File: config.mk
export PLATFORM = sky130hd
export DESIGN_NAME = cca_top
export DESIGN_NICKNAME = d
export VERILOG_FILES = /design/src/hw/cca_pkg.sv /design/src/hw/cca_chan_if.sv /design/src/hw/cca_chan.sv /design/src/hw/cca_top.sv
export VERILOG_INCLUDE_DIRS = /design/src /design/src/hw
export SDC_FILE = /design/constraint.sdc
export NUM_CORES = 1
export LEC_CHECK = 0
export BUFFER_PORTS_ARGS = -buffer_cell sky130_fd_sc_hd__buf_2
export CAP_MARGIN = 15
export CORE_MARGIN = 2
export CORE_UTILIZATION = 30
export DETAILED_ROUTE_END_ITERATION = 12
export GPL_TIMING_DRIVEN = 0
export PLACE_DENSITY_LB_ADDON = 0.25
export SLEW_MARGIN = 10
export SYNTH_ARGS = -nofsm -noshare
export SYNTH_HDL_FRONTEND = slang
export SYNTH_SLANG_ARGS = --single-unit
File: constraint.sdc
create_clock -name i_ref_clk -period 12.35 [get_ports i_ref_clk]
set_clock_uncertainty 0.2 [all_clocks]
set_input_delay 0 -clock i_ref_clk [delete_from_list [all_inputs] [get_ports i_ref_clk]]
set_output_delay 0 -clock i_ref_clk [all_outputs]
set_load 0.01 [all_outputs]
File: src/hw/cca_cfg.svh
// Constants of the counter array: register indices, field positions, reset values.
// Assumes inclusion by cca_pkg and the design modules by bare name.
`ifndef CCA_CFG_SVH
`define CCA_CFG_SVH

// Register indices on the special-function port
`define CCA_A_CTRL 8'h00
`define CCA_A_AMODE 8'h01
`define CCA_A_CNTL 8'h02
`define CCA_A_CNTH 8'h03
`define CCA_A_PWMCFG 8'h04
`define CCA_A_PINLVL 8'h05
`define CCA_A_MODE 8'h08
`define CCA_A_CMPL 8'h10
`define CCA_A_CMPH 8'h18
`define CCA_NCH 6
`define CCA_NCH8 8'h06

// Channel mode register fields
`define CCA_M_PWM16 7
`define CCA_M_CMPEN 6
`define CCA_M_RISE 5
`define CCA_M_FALL 4
`define CCA_M_MATCH 3
`define CCA_M_TOG 2
`define CCA_M_PWM 1
`define CCA_M_IRQEN 0

// Array control register fields
`define CCA_C_CF 7
`define CCA_C_RUN 6

// PWM cycle configuration fields
`define CCA_P_VIEW 7
`define CCA_P_CYCLE_OVERFLOW_FLAG 6
`define CCA_P_COVEN 5
`define CCA_P_CLS_HI 1

// Array mode register field
`define CCA_AM_CFEN 0

// Values
`define CCA_ZERO8 8'h00
`define CCA_ZERO16 16'h0000
`define CCA_ONES16 16'hFFFF
`define CCA_ONE16 16'h0001
`define CCA_CYC_BASE 17'h0_0100
`define CCA_CFG_RMASK 8'hE3

`endif

File: src/hw/cca_pkg.sv
// Types and decode helpers shared by the counter array and its channels.
// Assumes cca_cfg.svh is on the include path.
`include "cca_cfg.svh"

package cca_pkg;

    typedef enum logic [2:0] {
        CCA_OFF,
        CCA_CAPTURE,
        CCA_SWTIMER,
        CCA_HSO,
        CCA_FREQ,
        CCA_PWM_SHORT,
        CCA_PWM16
    } cca_mode_t;

    typedef struct packed {
        logic s1;
        logic s2;
        logic s3;
        logic out;
    } cca_chan_st_t;

    typedef struct packed {
        logic [15:0] cnt;
        logic run;
        logic cf;
        logic cf_en;
        logic [5:0] ccf;
        logic [7:0] cfg;
        logic [5:0][7:0] mode;
        logic [5:0][15:0] cmp;
        logic [5:0][15:0] rld;
        logic step;
        logic ovf16;
        logic cov;
        logic [7:0] rdata;
        logic irq;
        logic [5:0] oe;
    } cca_top_st_t;

    // Mode from one channel mode byte; unmatched patterns leave the channel idle
    function automatic cca_mode_t cca_decode(input logic [7:0] m);
        cca_mode_t r;
        r = CCA_OFF;
        if (m[`CCA_M_MATCH:`CCA_M_PWM] == 3'h0 && (m[`CCA_M_RISE] | m[`CCA_M_FALL])) begin
            r = CCA_CAPTURE;
        end else if (m[`CCA_M_RISE:`CCA_M_FALL] == 2'h0) begin
            if (!m[`CCA_M_MATCH] && m[`CCA_M_TOG] && m[`CCA_M_PWM]) begin
                r = CCA_FREQ;
            end else if (m[`CCA_M_PWM] && !m[`CCA_M_TOG]) begin
                r = m[`CCA_M_PWM16] ? CCA_PWM16 : CCA_PWM_SHORT;
            end else if (m[`CCA_M_MATCH] && m[`CCA_M_TOG] && !m[`CCA_M_PWM]) begin
                r = CCA_HSO;
            end else if (m[`CCA_M_MATCH] && !m[`CCA_M_TOG] && !m[`CCA_M_PWM]) begin
                r = CCA_SWTIMER;
            end
        end
        return r;
    endfunction

    // Low 8 to 11 counter bits that form one short PWM cycle
    function automatic logic [15:0] cca_cyc_mask(input logic [1:0] cls);
        logic [16:0] t;
        t = `CCA_CYC_BASE << cls;
        return t[15:0] - `CCA_ONE16;
    endfunction

endpackage

File: src/hw/cca_chan_if.sv
// Carrier between the array core and one channel slice.
// Assumes both ends run on the same clock.
`timescale 1ns/1ps

interface cca_chan_if;
    logic [7:0] mode;
    logic [15:0] cmp;
    logic [15:0] cnt;
    logic [1:0] cls;
    logic step;
    logic ovf16;
    logic cov;
    logic pin_raw;
    logic cap;
    logic evt;
    logic fstep;
    logic pin_out;
    logic pin_lvl;

    modport top(output mode, cmp, cnt, cls, step, ovf16, cov, pin_raw,
                input cap, evt, fstep, pin_out, pin_lvl);
    modport chan(input mode, cmp, cnt, cls, step, ovf16, cov, pin_raw,
                 output cap, evt, fstep, pin_out, pin_lvl);
endinterface

File: src/hw/cca_chan.sv
// One capture/compare channel: pin synchroniser, edge capture, compare and pin output.
// Assumes the core holds compare data and applies captures and frequency steps.
`timescale 1ns/1ps
`include "cca_cfg.svh"

module cca_chan (
    input wire logic i_clk,      // System clock
    input wire logic i_rst_n,    // Synchronised reset, active low
    cca_chan_if.chan ch          // Link to the core
);
    cca_pkg::cca_chan_st_t st_reg, st_next;
    cca_pkg::cca_mode_t md;
    logic [15:0] mask;
    logic rise, fall, en, mat, m16, mn, mlo;

    // Decode, edge detect and pin output; s1 feeds only s2 to keep metastability out
    always_comb begin
        st_next = st_reg;
        st_next.s1 = ch.pin_raw;
        st_next.s2 = st_reg.s1;
        st_next.s3 = st_reg.s2;
        md = cca_pkg::cca_decode(ch.mode);
        mask = cca_pkg::cca_cyc_mask(ch.cls);
        rise = st_reg.s2 & ~st_reg.s3;
        fall = ~st_reg.s2 & st_reg.s3;
        en = ch.mode[`CCA_M_CMPEN];
        mat = ch.mode[`CCA_M_MATCH];
        m16 = ch.step && (ch.cnt == ch.cmp);
        mn = ch.step && ((ch.cnt & mask) == (ch.cmp & mask));
        mlo = ch.step && (ch.cnt[7:0] == ch.cmp[7:0]);
        ch.cap = 1'b0;
        ch.evt = 1'b0;
        ch.fstep = 1'b0;
        case (md)
            cca_pkg::CCA_CAPTURE: begin
                ch.cap = (rise & ch.mode[`CCA_M_RISE]) | (fall & ch.mode[`CCA_M_FALL]);
                ch.evt = ch.cap;
            end
            cca_pkg::CCA_SWTIMER: begin
                ch.evt = en & mat & m16;
            end
            cca_pkg::CCA_HSO: begin
                ch.evt = en & mat & m16;
                if (en && m16) begin
                    st_next.out = ~st_reg.out;
                end
            end
            cca_pkg::CCA_FREQ: begin
                ch.evt = en & mat & m16;
                if (en && mlo) begin
                    st_next.out = ~st_reg.out;
                    ch.fstep = 1'b1;
                end
            end
            cca_pkg::CCA_PWM_SHORT: begin
                ch.evt = en & mat & mn;
                // Match wins over overflow so a zero compare gives a full duty cycle
                if (!en) begin
                    st_next.out = 1'b0;
                end else if (mn) begin
                    st_next.out = 1'b1;
                end else if (ch.cov) begin
                    st_next.out = 1'b0;
                end
            end
            cca_pkg::CCA_PWM16: begin
                ch.evt = en & mat & m16;
                if (!en) begin
                    st_next.out = 1'b0;
                end else if (m16) begin
                    st_next.out = 1'b1;
                end else if (ch.ovf16) begin
                    st_next.out = 1'b0;
                end
            end
            default: begin
                ch.evt = 1'b0;
            end
        endcase
        ch.pin_out = st_reg.out;
        ch.pin_lvl = st_reg.s2;
    end

    // State register
    always_ff @(posedge i_clk or negedge i_rst_n) begin
        if (!i_rst_n) begin
            st_reg <= '0;
        end else begin
            st_reg <= st_next;
        end
    end
endmodule

File: src/hw/cca_top.sv
// Six-channel capture/compare array around one shared 16-bit counter.
// Assumes a processor register port on the same clock; channel pins are asynchronous.
//
// Overview of operation
// - Counter overflow flag sets whenever the shared 16-bit counter overflows.
// - That overflow is the wrap from all ones back to zero.
// - Cycle overflow flag sets on carry out of bit 7 to 10, per length select.
// - Each of six channels owns an event flag set by its mode's event.
// - All eight flags set on their event regardless of interrupt enables.
// - Interrupt rises when any flag and its own enable are both set.
// - Each channel picks one of six modes independently.
// - Mode bits 5 and 4 pick rising, falling or either capture edge.
// - Bits 3,2,1 select software timer, high-speed output or frequency output.
// - Bit 7 clear with PWM bit set gives 8 to 11 bit PWM.
// - Bit 7 and PWM bit set give 16-bit PWM.
// - All short PWM channels share one cycle length.
// - Mode bit 0 lets that channel's event flag request an interrupt.
// - Comparator disabled stops toggling and forces PWM output low.
// - View select routes compare byte accesses to compare or auto-reload.
// - With match flag enable, each PWM match sets the channel event flag.
// - Config bit 5 enables the cycle overflow interrupt.
// - A capture copies the full counter into the channel compare bytes.
// - Each capture sets that channel's event flag.
// - Flags stay set through service until software clears them.
// - Pin level stays readable to tell which edge captured.
`timescale 1ns/1ps
`include "cca_cfg.svh"

module cca_top (
    input wire logic i_ref_clk,           // System clock, 25 MHz
    input wire logic i_reset_n,           // Asynchronous reset, active low
    input wire logic [7:0] i_sfr_addr,    // Register index
    input wire logic i_sfr_wr,            // Write strobe
    input wire logic i_sfr_rd,            // Read strobe
    input wire logic [7:0] i_sfr_wdata,   // Write data
    output logic [7:0] o_sfr_rdata,       // Read data, one cycle after strobe
    output logic o_irq,                   // Array interrupt request
    input wire logic [5:0] i_channel_pin, // Channel pin levels in
    output logic [5:0] o_channel_pin,     // Channel pin levels out
    output logic [5:0] o_channel_pin_oe   // Channel pin drive enables
);
    localparam int LAG_MIN = 1;
    localparam int LAG_MAX = 2;

    logic [1:0] rst_q;
    logic rst_n;
    cca_pkg::cca_top_st_t st_reg, st_next;
    cca_chan_if ch_if[`CCA_NCH] ();
    logic [5:0] cap, evt, fstep, pin_lvl, pin_out;
    cca_pkg::cca_mode_t md;
    logic [15:0] cmask;
    logic [7:0] idx8;
    logic [2:0] idx;
    logic wr_ctrl, cov_now;
    logic [5:0] ch_en;

    // Reset release through two flops; assertion is immediate
    always_ff @(posedge i_ref_clk or negedge i_reset_n) begin
        if (!i_reset_n) begin
            rst_q <= 2'h0;
        end else begin
            rst_q <= {rst_q[0], 1'b1};
        end
    end
    assign rst_n = rst_q[1];

    // Channel slices share one counter and one cycle length
    genvar g;
    generate
        for (g = 0; g < `CCA_NCH; g++) begin : gch
            assign ch_if[g].mode = st_reg.mode[g];
            assign ch_if[g].cmp = st_reg.cmp[g];
            assign ch_if[g].cnt = st_reg.cnt;
            assign ch_if[g].cls = st_reg.cfg[`CCA_P_CLS_HI:0];
            assign ch_if[g].step = st_reg.step;
            assign ch_if[g].ovf16 = st_reg.ovf16;
            assign ch_if[g].cov = st_reg.cov;
            assign ch_if[g].pin_raw = i_channel_pin[g];
            assign cap[g] = ch_if[g].cap;
            assign evt[g] = ch_if[g].evt;
            assign fstep[g] = ch_if[g].fstep;
            assign pin_lvl[g] = ch_if[g].pin_lvl;
            assign pin_out[g] = ch_if[g].pin_out;
            cca_chan u_chan (
                .i_clk(i_ref_clk),
                .i_rst_n(rst_n),
                .ch(ch_if[g])
            );
        end
    endgenerate

    // Counter, flags, registers and read data
    always_comb begin
        st_next = st_reg;
        md = cca_pkg::CCA_OFF;
        idx8 = `CCA_ZERO8;
        idx = 3'h0;
        wr_ctrl = i_sfr_wr && (i_sfr_addr == `CCA_A_CTRL);
        // Counter runs on every clock while enabled
        cmask = cca_pkg::cca_cyc_mask(st_reg.cfg[`CCA_P_CLS_HI:0]);
        cov_now = st_reg.run && ((st_reg.cnt & cmask) == cmask);
        st_next.step = st_reg.run;
        st_next.ovf16 = st_reg.run && (st_reg.cnt == `CCA_ONES16);
        st_next.cov = cov_now;
        if (st_reg.run) begin
            st_next.cnt = st_reg.cnt + `CCA_ONE16;
        end
        // Counter step, then software writes; flag, capture and reload updates in the same cycle win
        if (i_sfr_wr) begin
            case (i_sfr_addr)
                `CCA_A_CTRL: begin
                    st_next.run = i_sfr_wdata[`CCA_C_RUN];
                end
                `CCA_A_AMODE: st_next.cf_en = i_sfr_wdata[`CCA_AM_CFEN];
                `CCA_A_CNTL: st_next.cnt[7:0] = i_sfr_wdata;
                `CCA_A_CNTH: st_next.cnt[15:8] = i_sfr_wdata;
                `CCA_A_PWMCFG: st_next.cfg = i_sfr_wdata & `CCA_CFG_RMASK;
                default: begin
                    if (i_sfr_addr >= `CCA_A_MODE && i_sfr_addr < `CCA_A_MODE + `CCA_NCH8) begin
                        idx8 = i_sfr_addr - `CCA_A_MODE;
                        idx = idx8[2:0];
                        st_next.mode[idx] = i_sfr_wdata;
                    end else if (i_sfr_addr >= `CCA_A_CMPL
                                 && i_sfr_addr < `CCA_A_CMPL + `CCA_NCH8) begin
                        idx8 = i_sfr_addr - `CCA_A_CMPL;
                        idx = idx8[2:0];
                        if (st_reg.cfg[`CCA_P_VIEW]) begin
                            st_next.rld[idx][7:0] = i_sfr_wdata;
                        end else begin
                            st_next.cmp[idx][7:0] = i_sfr_wdata;
                            st_next.mode[idx][`CCA_M_CMPEN] = 1'b0;
                        end
                    end else if (i_sfr_addr >= `CCA_A_CMPH
                                 && i_sfr_addr < `CCA_A_CMPH + `CCA_NCH8) begin
                        idx8 = i_sfr_addr - `CCA_A_CMPH;
                        idx = idx8[2:0];
                        if (st_reg.cfg[`CCA_P_VIEW]) begin
                            st_next.rld[idx][15:8] = i_sfr_wdata;
                        end else begin
                            st_next.cmp[idx][15:8] = i_sfr_wdata;
                            st_next.mode[idx][`CCA_M_CMPEN] = 1'b1;
                        end
                    end
                end
            endcase
        end
        // Sticky flags: a write loads them, an event in the same cycle still sets
        st_next.cf = (wr_ctrl ? i_sfr_wdata[`CCA_C_CF] : st_reg.cf)
                     | st_next.ovf16;
        st_next.cfg[`CCA_P_CYCLE_OVERFLOW_FLAG] = st_next.cfg[`CCA_P_CYCLE_OVERFLOW_FLAG] | cov_now;
        st_next.ccf = (wr_ctrl ? i_sfr_wdata[5:0] : st_reg.ccf) | evt;
        // Per-channel data movement
        for (int i = 0; i < `CCA_NCH; i++) begin
            md = cca_pkg::cca_decode(st_reg.mode[i]);
            if (cap[i]) begin
                st_next.cmp[i] = st_reg.cnt;
            end
            if (fstep[i]) begin
                st_next.cmp[i][7:0] = st_reg.cmp[i][7:0] + st_reg.cmp[i][15:8];
            end
            // Short PWM reloads at cycle end; 8-bit length reloads from the high byte
            if (md == cca_pkg::CCA_PWM_SHORT && st_reg.cov) begin
                if (st_reg.cfg[`CCA_P_CLS_HI:0] == 2'h0) begin
                    st_next.cmp[i][7:0] = st_reg.cmp[i][15:8];
                end else begin
                    st_next.cmp[i] = st_reg.rld[i];
                end
            end
            st_next.oe[i] = (md != cca_pkg::CCA_OFF) && (md != cca_pkg::CCA_CAPTURE)
                            && (md != cca_pkg::CCA_SWTIMER);
            ch_en[i] = st_reg.mode[i][`CCA_M_IRQEN];
        end
        // Interrupt from enabled flags; global gating lives in the processor
        st_next.irq = (st_reg.cf & st_reg.cf_en)
                      | (st_reg.cfg[`CCA_P_CYCLE_OVERFLOW_FLAG] & st_reg.cfg[`CCA_P_COVEN])
                      | (|(st_reg.ccf & ch_en));
        // Read data; unmapped indices read zero
        st_next.rdata = `CCA_ZERO8;
        if (i_sfr_rd) begin
            case (i_sfr_addr)
                `CCA_A_CTRL: st_next.rdata = {st_reg.cf, st_reg.run, st_reg.ccf};
                `CCA_A_AMODE: st_next.rdata = {7'h00, st_reg.cf_en};
                `CCA_A_CNTL: st_next.rdata = st_reg.cnt[7:0];
                `CCA_A_CNTH: st_next.rdata = st_reg.cnt[15:8];
                `CCA_A_PWMCFG: st_next.rdata = st_reg.cfg;
                `CCA_A_PINLVL: st_next.rdata = {2'h0, pin_lvl};
                default: begin
                    if (i_sfr_addr >= `CCA_A_MODE && i_sfr_addr < `CCA_A_MODE + `CCA_NCH8) begin
                        idx8 = i_sfr_addr - `CCA_A_MODE;
                        st_next.rdata = st_reg.mode[idx8[2:0]];
                    end else if (i_sfr_addr >= `CCA_A_CMPL
                                 && i_sfr_addr < `CCA_A_CMPL + `CCA_NCH8) begin
                        idx8 = i_sfr_addr - `CCA_A_CMPL;
                        st_next.rdata = st_reg.cfg[`CCA_P_VIEW] ? st_reg.rld[idx8[2:0]][7:0]
                                        : st_reg.cmp[idx8[2:0]][7:0];
                    end else if (i_sfr_addr >= `CCA_A_CMPH
                                 && i_sfr_addr < `CCA_A_CMPH + `CCA_NCH8) begin
                        idx8 = i_sfr_addr - `CCA_A_CMPH;
                        st_next.rdata = st_reg.cfg[`CCA_P_VIEW] ? st_reg.rld[idx8[2:0]][15:8]
                                        : st_reg.cmp[idx8[2:0]][15:8];
                    end
                end
            endcase
        end
    end

    // State register
    always_ff @(posedge i_ref_clk or negedge rst_n) begin
        if (!rst_n) begin
            st_reg <= '0;
        end else begin
            st_reg <= st_next;
        end
    end

    assign o_sfr_rdata = st_reg.rdata;
    assign o_irq = st_reg.irq;
    assign o_channel_pin = pin_out;
    assign o_channel_pin_oe = st_reg.oe;
endmodule

# Word-level counts from Yosys, hierarchy flattened
# Index checks and enable logic that the tools add are counted.
word_totals:
  regBits: 314
  input_bits: 26
  wordCells: 681
op_classes:
  addsub: 11
  magnitude_cmp: 12
  n_eq_ne: 125
  n_shift: 1
  muxes: 190
  n_bitwise: 92
  n_reduce_logical: 188
ops:
  columns: ["op", "n"]
  rows:
  - ["240-bit 2-to-1 mux", 3]
  - ["96-bit bitwise mux", 4]
  - ["144-bit 2-to-1 mux", 2]
  - ["16-bit 2-to-1 mux", 16]
  - ["8-bit 2-to-1 mux", 31]
  - ["247-bit 2-to-1 mux", 1]
  - ["16-bit equality test", 13]
  - ["16-bit binary-select mux with 3-bit select", 4]
  - ["192-bit 2-to-1 mux", 1]
  - ["96-bit 2-to-1 mux", 2]
  - ["16-bit AND", 7]
  - ["1-bit logical AND", 105]
  - ["16-bit demux with 3-bit select", 2]
  - ["3-bit 2-to-1 mux", 26]
  - ["8-bit demux with 3-bit select", 3]
  - ["4-bit by 3-bit != test with 1-bit output (second input constant)", 18]
  - ["1-bit 2-to-1 mux", 58]
  - ["3-bit equality test (second input constant)", 18]
  - ["8-bit adder", 6]
  - ["48-bit AND", 1]
  - ["48-bit bitwise mux", 1]
  - ["8-bit equality test", 6]
  - ["48-bit 2-to-1 mux", 1]
  - ["48-bit NOT", 1]
  - ["other kinds (52)", 289]

# Longest topological paths before layout
# Gate-level depths: netlist of the first run.
depth:
  depth_word: 15
  mapped_depth: 13

# Modules after synthesis
# A second synthesis of the first run with hierarchy kept.
unflattened:
  cells_unflattened: 2452
  hier_area_um2: 22496.6
modules_own_cells:
  columns: ["module", "instances", "cells_per_inst", "area_each_um2"]
  rows:
  - ["cca_top", 1, 1990, 18697.9]
  - ["cca_chan", 6, 77, 633.1]

# Worst setup path before layout of the first run
# No wires, ideal clock.
synth_path:
  path_type: "reg2reg"
  from: "register st_reg, in the netlist ch_if[0].cls[1]"
  to: "register gch[1].u_chan.st_reg, in the netlist gch[1].u_chan.ch.pin_out"
  arrival_ps: 3144
  required_time_ps: 12023
  path_slack_ps: 8879
  stages_incl_launch_ff: 14
  cell_sequence: "dfrtp_1 -> buf_4 -> nor2_4 -> inv_2 -> clkbuf_1 -> buf_1 -> ha_1 -> nand3b_1 -> mux2i_1 -> a21oi_1 -> a2111oi_1 -> nor3_1 -> or4_1 -> mux2_1"
synth_between:
  elab_chain_cells: 8
  word_cells_on_any_way: 11
  cone_classes: "add/sub: 1; eq/ne: 2; shift: 1; mux: 3; bitwise: 2; reduce/logical: 2"
synth_lines:
  columns: ["item", "line_no", "text"]
  rows:
  - ["from (decl)", "cca_top.sv:47", "cca_pkg::cca_top_st_t st_reg, st_next;"]
  - ["from (signal assigned)", "cca_top.sv:212", "st_reg <= st_next;"]
  - ["9-bit by 2-bit << shifter with 16-bit output (no source line) *", null, null]
  - ["16-bit by 1-bit subtractor with 16-bit output (no source line) *", null, null]
  - ["16-bit AND", "cca_chan.sv:29", "mn = ch.step && ((ch.cnt & mask) == (ch.cmp & mask));"]
  - ["16-bit equality test *", "cca_chan.sv:29", null]
  - ["1-bit logical AND *", "cca_chan.sv:29", null]
  - ["1-bit 2-to-1 mux", "cca_chan.sv:60", "end else if (mn) begin"]
  - ["1-bit 2-to-1 mux", "cca_chan.sv:58", "if (!en) begin"]
  - ["1-bit one-hot mux with 4 select lines", "cca_chan.sv:34", "case (md)"]
  - ["to (signal assigned)", "cca_chan.sv:89", "st_reg <= st_next;"]
  - ["to (decl)", "cca_chan.sv:11", "cca_pkg::cca_chan_st_t st_reg, st_next;"]
# Every way passes the cells marked *; elsewhere a longest branch is shown, timed or not.
# A chain may end at the register's enable or synchronous reset.

# Worst setup path in the final report of the first run
# Ends and elaborated chain as after synthesis.

==> results of run 1 <==
==> cell families (layout without fill, tap and decap cells) <==
kind of cell,after synthesis,in the layout,share of synthesized area (%)
muxes,200,200,12.1
buffers and inverters,244,393,4.96
other,1,1,0.0174
adders and majority gates,51,51,3.18
and+or+nand+nor,879,879,19.1
DFF,314,314,36.5
AOI/OAI and AO/OA,619,619,18.4
xor gates and xnor gates,139,139,5.66
==> final timing paths <==
path / to / slack, ns
min in group asynchronous: rst_q[1]$_DFF_PN0_ / 0.05
worst min register to register: gch[0].u_chan.ch.pin_lvl$_DFF_PN0_ / 0.15
max in group asynchronous: ch_if[2].mode[1]$_DFFE_PN0P_ / 10.68
worst max-delay path: gch[1].u_chan.ch.pin_out$_DFFE_PN0P_ / 6.71
worst max register to register: gch[1].u_chan.ch.pin_out$_DFFE_PN0P_ / 6.71
worst min-delay path: ch_if[4].cmp[9]$_DFF_PN0_ / -0.001
==> per-stage QoR <==
step / total power [mW] / util, % / std cells
2_1_floorplan: 2.29 / - / 2447
3_3_place_gp: 2.88 / 32.1 / 3434
3_5_place_dp: 2.91 / 32.5 / 3448
4_1_cts: 4.12 / 34.7 / 3546
5_1_grt: 4.33 / 34.7 / 3546
6_report: 4.18 / 34.7 / 3546
==> placed cells by master, fill, tap and decap left out, types with 38 or more instances in the layout <==
| cell type | count |
|---|---|
| inv_1 | 51 |
| nand2_1 | 420 |
| mux4_2 | 40 |
| clkbuf_1 | 110 |
| mux2_2 | 85 |
| nor2_1 | 165 |
| xnor2_1 | 65 |
| a21oi_1 | 151 |
| o21ai_0 | 195 |
| a22oi_1 | 38 |
| clkbuf_16 | 40 |
| dfrtp_1 | 313 |
| buf_2 | 82 |
| xor2_1 | 74 |
| ha_1 | 45 |
| nand3_1 | 70 |
| mux2i_1 | 74 |
==> per-layer routing <==
layer  wire length (µm)  part of all wire (%)  GRT usage, %
met4               7530                   6.8          16.9
met1              45200                    41          39.7
met5                 12                 0.011             0
met2              45100                    41          42.1
met3              12100                    11          7.74
==> where the power goes <==
part,total [mW],internal [mW],leakage (nW),switching [mW]
Sequential,1.46,1.15,4.00,0.304
Combinational,1.52,0.566,5.43,0.953
Clock,1.21,0.676,0.642,0.530
Total,4.18,2.39,10.1,1.79
==> cell type report <==
type / instances / area, µm²
Multi-Input combinational cell: 1889 / 12600
Inverter: 52 / 195
Buffer: 192 / 875
Clock inverter: 18 / 166
Tap cell: 950 / 1190
Clock buffer: 53 / 1140
Timing Repair Buffer: 78 / 688
Fill cell: 7370 / 46500
Sequential cell: 314 / 7860
==> timing repair <==
action,CTS,global route
hold endpoints to repair,28,0
gates resized for setup,0,0
hold buffers,27,0
==> critical path: cells and delay by family (launching register included) <==
family	cells	cell delay (ns)
flops	1	0.32
mux	2	0.49
simple gates	4	0.92
buf+inv	4	1.98
compound gates	2	1.02
fa+ha+maj	1	0.51
==> summary.md, run 1 <==
| Metric | Value |
|---|---|
| Max reg flops | 107 |
| Post-synth cell types | 94 |
| Final setup fails | 0 |
| Reg2reg path depth | 13 |
| Crit. Startpoint | ch_if[0].cls[1]$_DFFE_PN0P_ |
| Crit-path cells | buf_4 > nor2_4 > inv_2 > clkbuf_1 > buf_1 > ha_1 > nand3b_1 > mux2i_1 > a21oi_1 > a2111oi_1 > nor3_1 > or4_1 > mux2_1 |
| Share of the synthesized area in the top cell type | a little over a third |
| Setup ws final | between 6 and 7 ns |
| Dominant cells by area after synthesis | dfrtp_1 37%, nand2_1 7.3%, o21ai_0 4.5% |
| Min Tclk post-route | 5.64 ns |
| Die Ht | 272 µm |
| PD cells | roughly 170 nW/µm² |
| Worst slew pin tran | between 1 and 1.5 ns |
| Fin crit share | between 40% and 50% |
| Worst Hold Class | in2reg |
| Final TNS setup | 0 ns |
| Clock-pin slew on the worst setup and hold paths | 0.06 ns |
| CTS root buf | clkbuf_16 |
| Sequential share of the synthesized area | between 30% and 40% |
| Worst hold margin | -0.000973 ns |
| Gpl congestion | just over 1 |
| First-pass GRT wire length | around 150 mm |
| Worst R2R Start | ch_if[0].cls[1]$_DFFE_PN0P_ |
| Wire length per cell | approximately 31 µm |
| Worst Path Max Fanout | 10 |
| Slowest stage delay, CP | about 0.96 ns |
| Area leader, netlist | dfrtp_1 |
| Synth Net Count | about 2500 |
| Post-Syn Area per Cell | about 8.8 µm² |
| Hold path cells | 5 |
| DP Wirelength | approximately 83 mm |
| Fraction of layout cells with a size suffix above 1 | 13.4% |
| Antenna Diode Count | 0 |
| Most numerous cell in the Yosys netlist | nand2_1 |
| Post-synth top cells | 420 x nand2_1, 314 x dfrtp_1, 195 x o21ai_0 |
| RSZ-0062 raised after global routing | false |
| Worst EP arrival | slightly below 6 ns |
| Antenna violation net count after detailed routing | 0 |
| Clock Path Buffers | 3 |
| Routed vias/inst | 6.02 |
| Iteration count of the initial detailed-routing pass | 6 |
| Total CTS buffers | 40 |
| Startpoint Class | flop |
| #FFs+latches synth | 314 |
| GRT overflow | 0 |
| Placed inst area | about 23000 µm² |
| DRC Markers | 0 |
| Critical path class | reg2reg |
| Max Slew Vio Count | 0 |
| Largest net degree at the start of global routing | 65 |
| Area of the mapped netlist | roughly 21000 µm² |
| Final Hold Fails | 1 |
| Final instance area | between 20000 and 25000 µm² |
| Yosys Warn Count | 0 |
| H-tree Lvls | 2 |
| FFs w/ async S/R, synth | between 90% and 100% |
| Max Freq | 0.177 GHz |
| Gr usage total | slightly below 30% |
| Max-cap viol count | 0 |
| Post-synth top flop | dfrtp_1 |
| Worst path slowest cell | buf_1 |
| Die X | 272 µm |
| Row count | 98 |
| Max_slew headroom | 6.37% |
| Core box area | just over 70000 µm² |
| CTS tree | done |
| Number of synthesized flops with an enable pin | 0 |
| Hold path start | i_sfr_wdata[1] |
| Initial DRC Count | ~2900 |
| Initial antenna violation count | 3 |
| Crit path required time | 12.62 ns |
| Setup repair bufs after CTS | 0 |
| Clk sinks | between 300 and 400 |
| VDD IR max | 92.3 µV |
| Setup WS pre-CTS | 6.98 ns |
| Crit. End Element | flop |
| Outcome | complete, but fails checks |
| Leak Pwr | approximately 10 nW |
| DRT Wirelength | roughly 110 mm |
| Die Area | 73800 µm² |
| I/O Pins | 47 |
| Worst skew pair latency | 0.62 ns |
| Failing checks | hold timing |
| Area growth syn-to-layout | 14.9% |
| Fin nets | between 2000 and 3000 |
| Number of global-route vias before repair | about 20000 |
| IO Port Bufs | 37 |
| Initial core utilization | a little under a third |
| Post-Syn Instances | 2447 |
| Total number of vias | around 21000 |
Power figures use the tool's default switching activity.
==> run 2, diff against run 1 <==
==> constraint.sdc (replaced) <==
create_clock -name i_ref_clk -period 4.9 [get_ports i_ref_clk]
set_clock_uncertainty 0.2 [all_clocks]
set_input_delay 0 -clock i_ref_clk [delete_from_list [all_inputs] [get_ports i_ref_clk]]
set_output_delay 0 -clock i_ref_clk [all_outputs]
set_load 0.01 [all_outputs]
==> run 2 against run 1 <==
The flow now finishes without violations. Global-route usage is 0.22 points higher. Maximum frequency is 20% higher. Critical endpoint unchanged. Sequential share of layout area is 0.17 points lower. Highest routed layer unchanged. Design area is 0.54% higher.
==> summary.md, run 2 (synthesis gave the netlist of run 1 again) <==
| Metric | Value |
|---|---|
| Worst EP arrival | roughly 5 ns |
| Final instance area | 24800 µm² |
| Crit path required time | about 5.2 ns |
| Worst Hold Class | in2async |
| Worst slew pin tran | ~1.4 ns |
| Critical path class | reg2reg |
| PD cells | 435 nW/µm² |
| # fillers | roughly 7400 |
| H-tree Lvls | 2 |
| RSZ-0062 raised after global routing | false |
| Area growth syn-to-layout | 15.5% |
| Worst R2R Start | ch_if[0].cls[1]$_DFFE_PN0P_ |
| Most frequent cells in the layout | 420 x nand2_1, 313 x dfrtp_1, 195 x o21ai_0 |
| DRC Markers | 0 |
| Fin nets | roughly 2600 |
| Final Hold Fails | 0 |
| DP Wirelength | slightly above 80 mm |
| First-pass GRT wire length | roughly 160 mm |
| RR Endpoint | gch[1].u_chan.ch.pin_out$_DFFE_PN0P_ |
| Worst Path Max Fanout | 10 |
| Final setup fails | 0 |
| Min Tclk post-route | around 4.7 ns |
| Crit. Startpoint | ch_if[0].cls[1]$_DFFE_PN0P_ |
| Worst hold margin | between 0.07 and 0.08 ns |
| Setup repair bufs after CTS | 0 |
| Die Area | 73800 µm² |
| Initial DRC Count | between 3000 and 4000 |
| Die X | between 200 and 300 µm |
| Max Freq | between 0.2 and 0.25 GHz |
| Leak Pwr | between 10 and 15 nW |
| Largest net degree at the start of global routing | 62 |
| Routed vias/inst | around 6 |
| Gr usage total | between 20 and 30% |
| Most common cell after layout, fill and taps aside | nand2_1 |
| Final core occ | between 30% and 40% |
| Final Total Pwr | between 10 and 15 mW |
| DRT Wirelength | 111 mm |
| Setup WS pre-CTS | -0.531 ns |
| IO Port Bufs | 37 |
| Gpl congestion | 1.02 |
| Total number of vias | between 20000 and 25000 |
| Placed inst area | about 23000 µm² |
| I/O Pins | 47 |
| Initial core utilization | 30.2% |
| Total CTS buffers | 42 |
| Cells after DPL | about 3400 |
| Clock-pin slew on the worst setup and hold paths | about 0.060 ns |
| Wire length per cell | roughly 31 µm |
| Antenna violation net count after detailed routing | 0 |
| CTS root buf | clkbuf_16 |
| Crit. End Element | flop |
| Startpoint Class | flop |
| Max Slew Vio Count | 0 |
| Clock Path Buffers | 3 |
| Max-cap viol count | 0 |
| Final Non-Filler Cells | approximately 3500 |
| Max_slew headroom | under 10% |
| R2r setup slk | roughly 0.19 ns |
| Setup ws final | about 0.19 ns |
| Row count | 98 |
| Reg2reg path depth | 13 |
| Worst skew pair latency | approximately 0.62 ns |
| VDD IR max | about 220 µV |
| Number of global-route vias before repair | 20200 |
| Fin crit share | 96.1% |
| Clk sinks | around 310 |
| Die Ht | 272 µm |
| Outcome | finished clean |
| Initial antenna violation count | 4 |
| CTS tree | done |
| Core box area | just over 70000 µm² |
| Iteration count of the initial detailed-routing pass | 6 |
| Final TNS setup | 0 ns |
| Fraction of layout cells with a size suffix above 1 | a little over an eighth |
| GRT overflow | 0 |
| Max reg flops | between 100 and 150 |
run 2: changes by cell type in the layout (fill, tap and decap cells not counted), moves of 3 or more:
cell / before / now
bufinv_16: 1 / 6
clkbuf_8: 9 / 5
inv_6: 5 / 0
clkbuf_2: 1 / 4
clkbuf_16: 40 / 43
run 2: power breakdown:
| part | leakage (nW) | switching (mW) | internal (mW) |
|---|---|---|---|
| Sequential | 4.00 | 0.749 | 2.91 |
| Combinational | 5.42 | 2.41 | 1.43 |
| Clock | 0.702 | 1.32 | 2.00 |
| Total | 10.1 | 4.48 | 6.33 |
run 2: final cells by class:
type | count | area, µm² | area share, %
well taps | 950 | 1190 | 4.79
clock buffers | 56 | 1170 | 4.73
repair buffers | 75 | 651 | 2.62
inverters | 52 | 195 | 0.786
diodes | 2 | 5.00 | 0.0201
plain buffers | 192 | 878 | 3.54
flip-flops and latches | 314 | 7860 | 31.6
clock inverters | 18 | 270 | 1.09
multi-input cells | 1889 | 12600 | 50.8
run 2: critical path, cell delays in order, from the launching register on:
cell and delay (ns):
dfrtp_1 0.32, buf_4 0.22, nor2_4 0.13, inv_2 0.28, clkbuf_1 0.53, buf_2 0.53, ha_1 0.46, nand3b_1 0.29
mux2i_1 0.17, a21oi_1 0.13, a2111oi_4 0.45, nor3_1 0.09, or4_1 0.42, mux2_1 0.33
run 2: repair_timing:
item / CTS / global route
resized for setup: 4 / 2
hold buffers: 26 / 1
endpoints found under the setup margin: 3 / 1
hold endpoints to repair: 27 / 1
run 2: worst max-delay path by stage:
stage / end / slack, ns / cells after the start
2_1_floorplan: gch[1].u_chan.ch.pin_out$_DFFE_PN0P_ / 1.43 / 13
6_report: gch[1].u_chan.ch.pin_out$_DFFE_PN0P_ / 0.19 / 13
5_1_grt: gch[1].u_chan.ch.pin_out$_DFFE_PN0P_ / 0.09 / 13
3_5_place_dp: gch[1].u_chan.ch.pin_out$_DFFE_PN0P_ / -0.53 / 13
4_1_cts: gch[1].u_chan.ch.pin_out$_DFFE_PN0P_ / 0.15 / 13
3_3_place_gp: gch[1].u_chan.ch.pin_out$_DFFE_PN0P_ / -0.50 / 13
run 2: metal layers:
metal	share of wire (%)	up-vias	track usage (%)	wire length, µm
met5	0.024	-	0	27
met4	6.5	4	16.6	7220
met3	11	281	9.08	12200
met2	41	1303	42.1	45900
met1	41	10600	39.6	45300
li1	-	9041	-	-
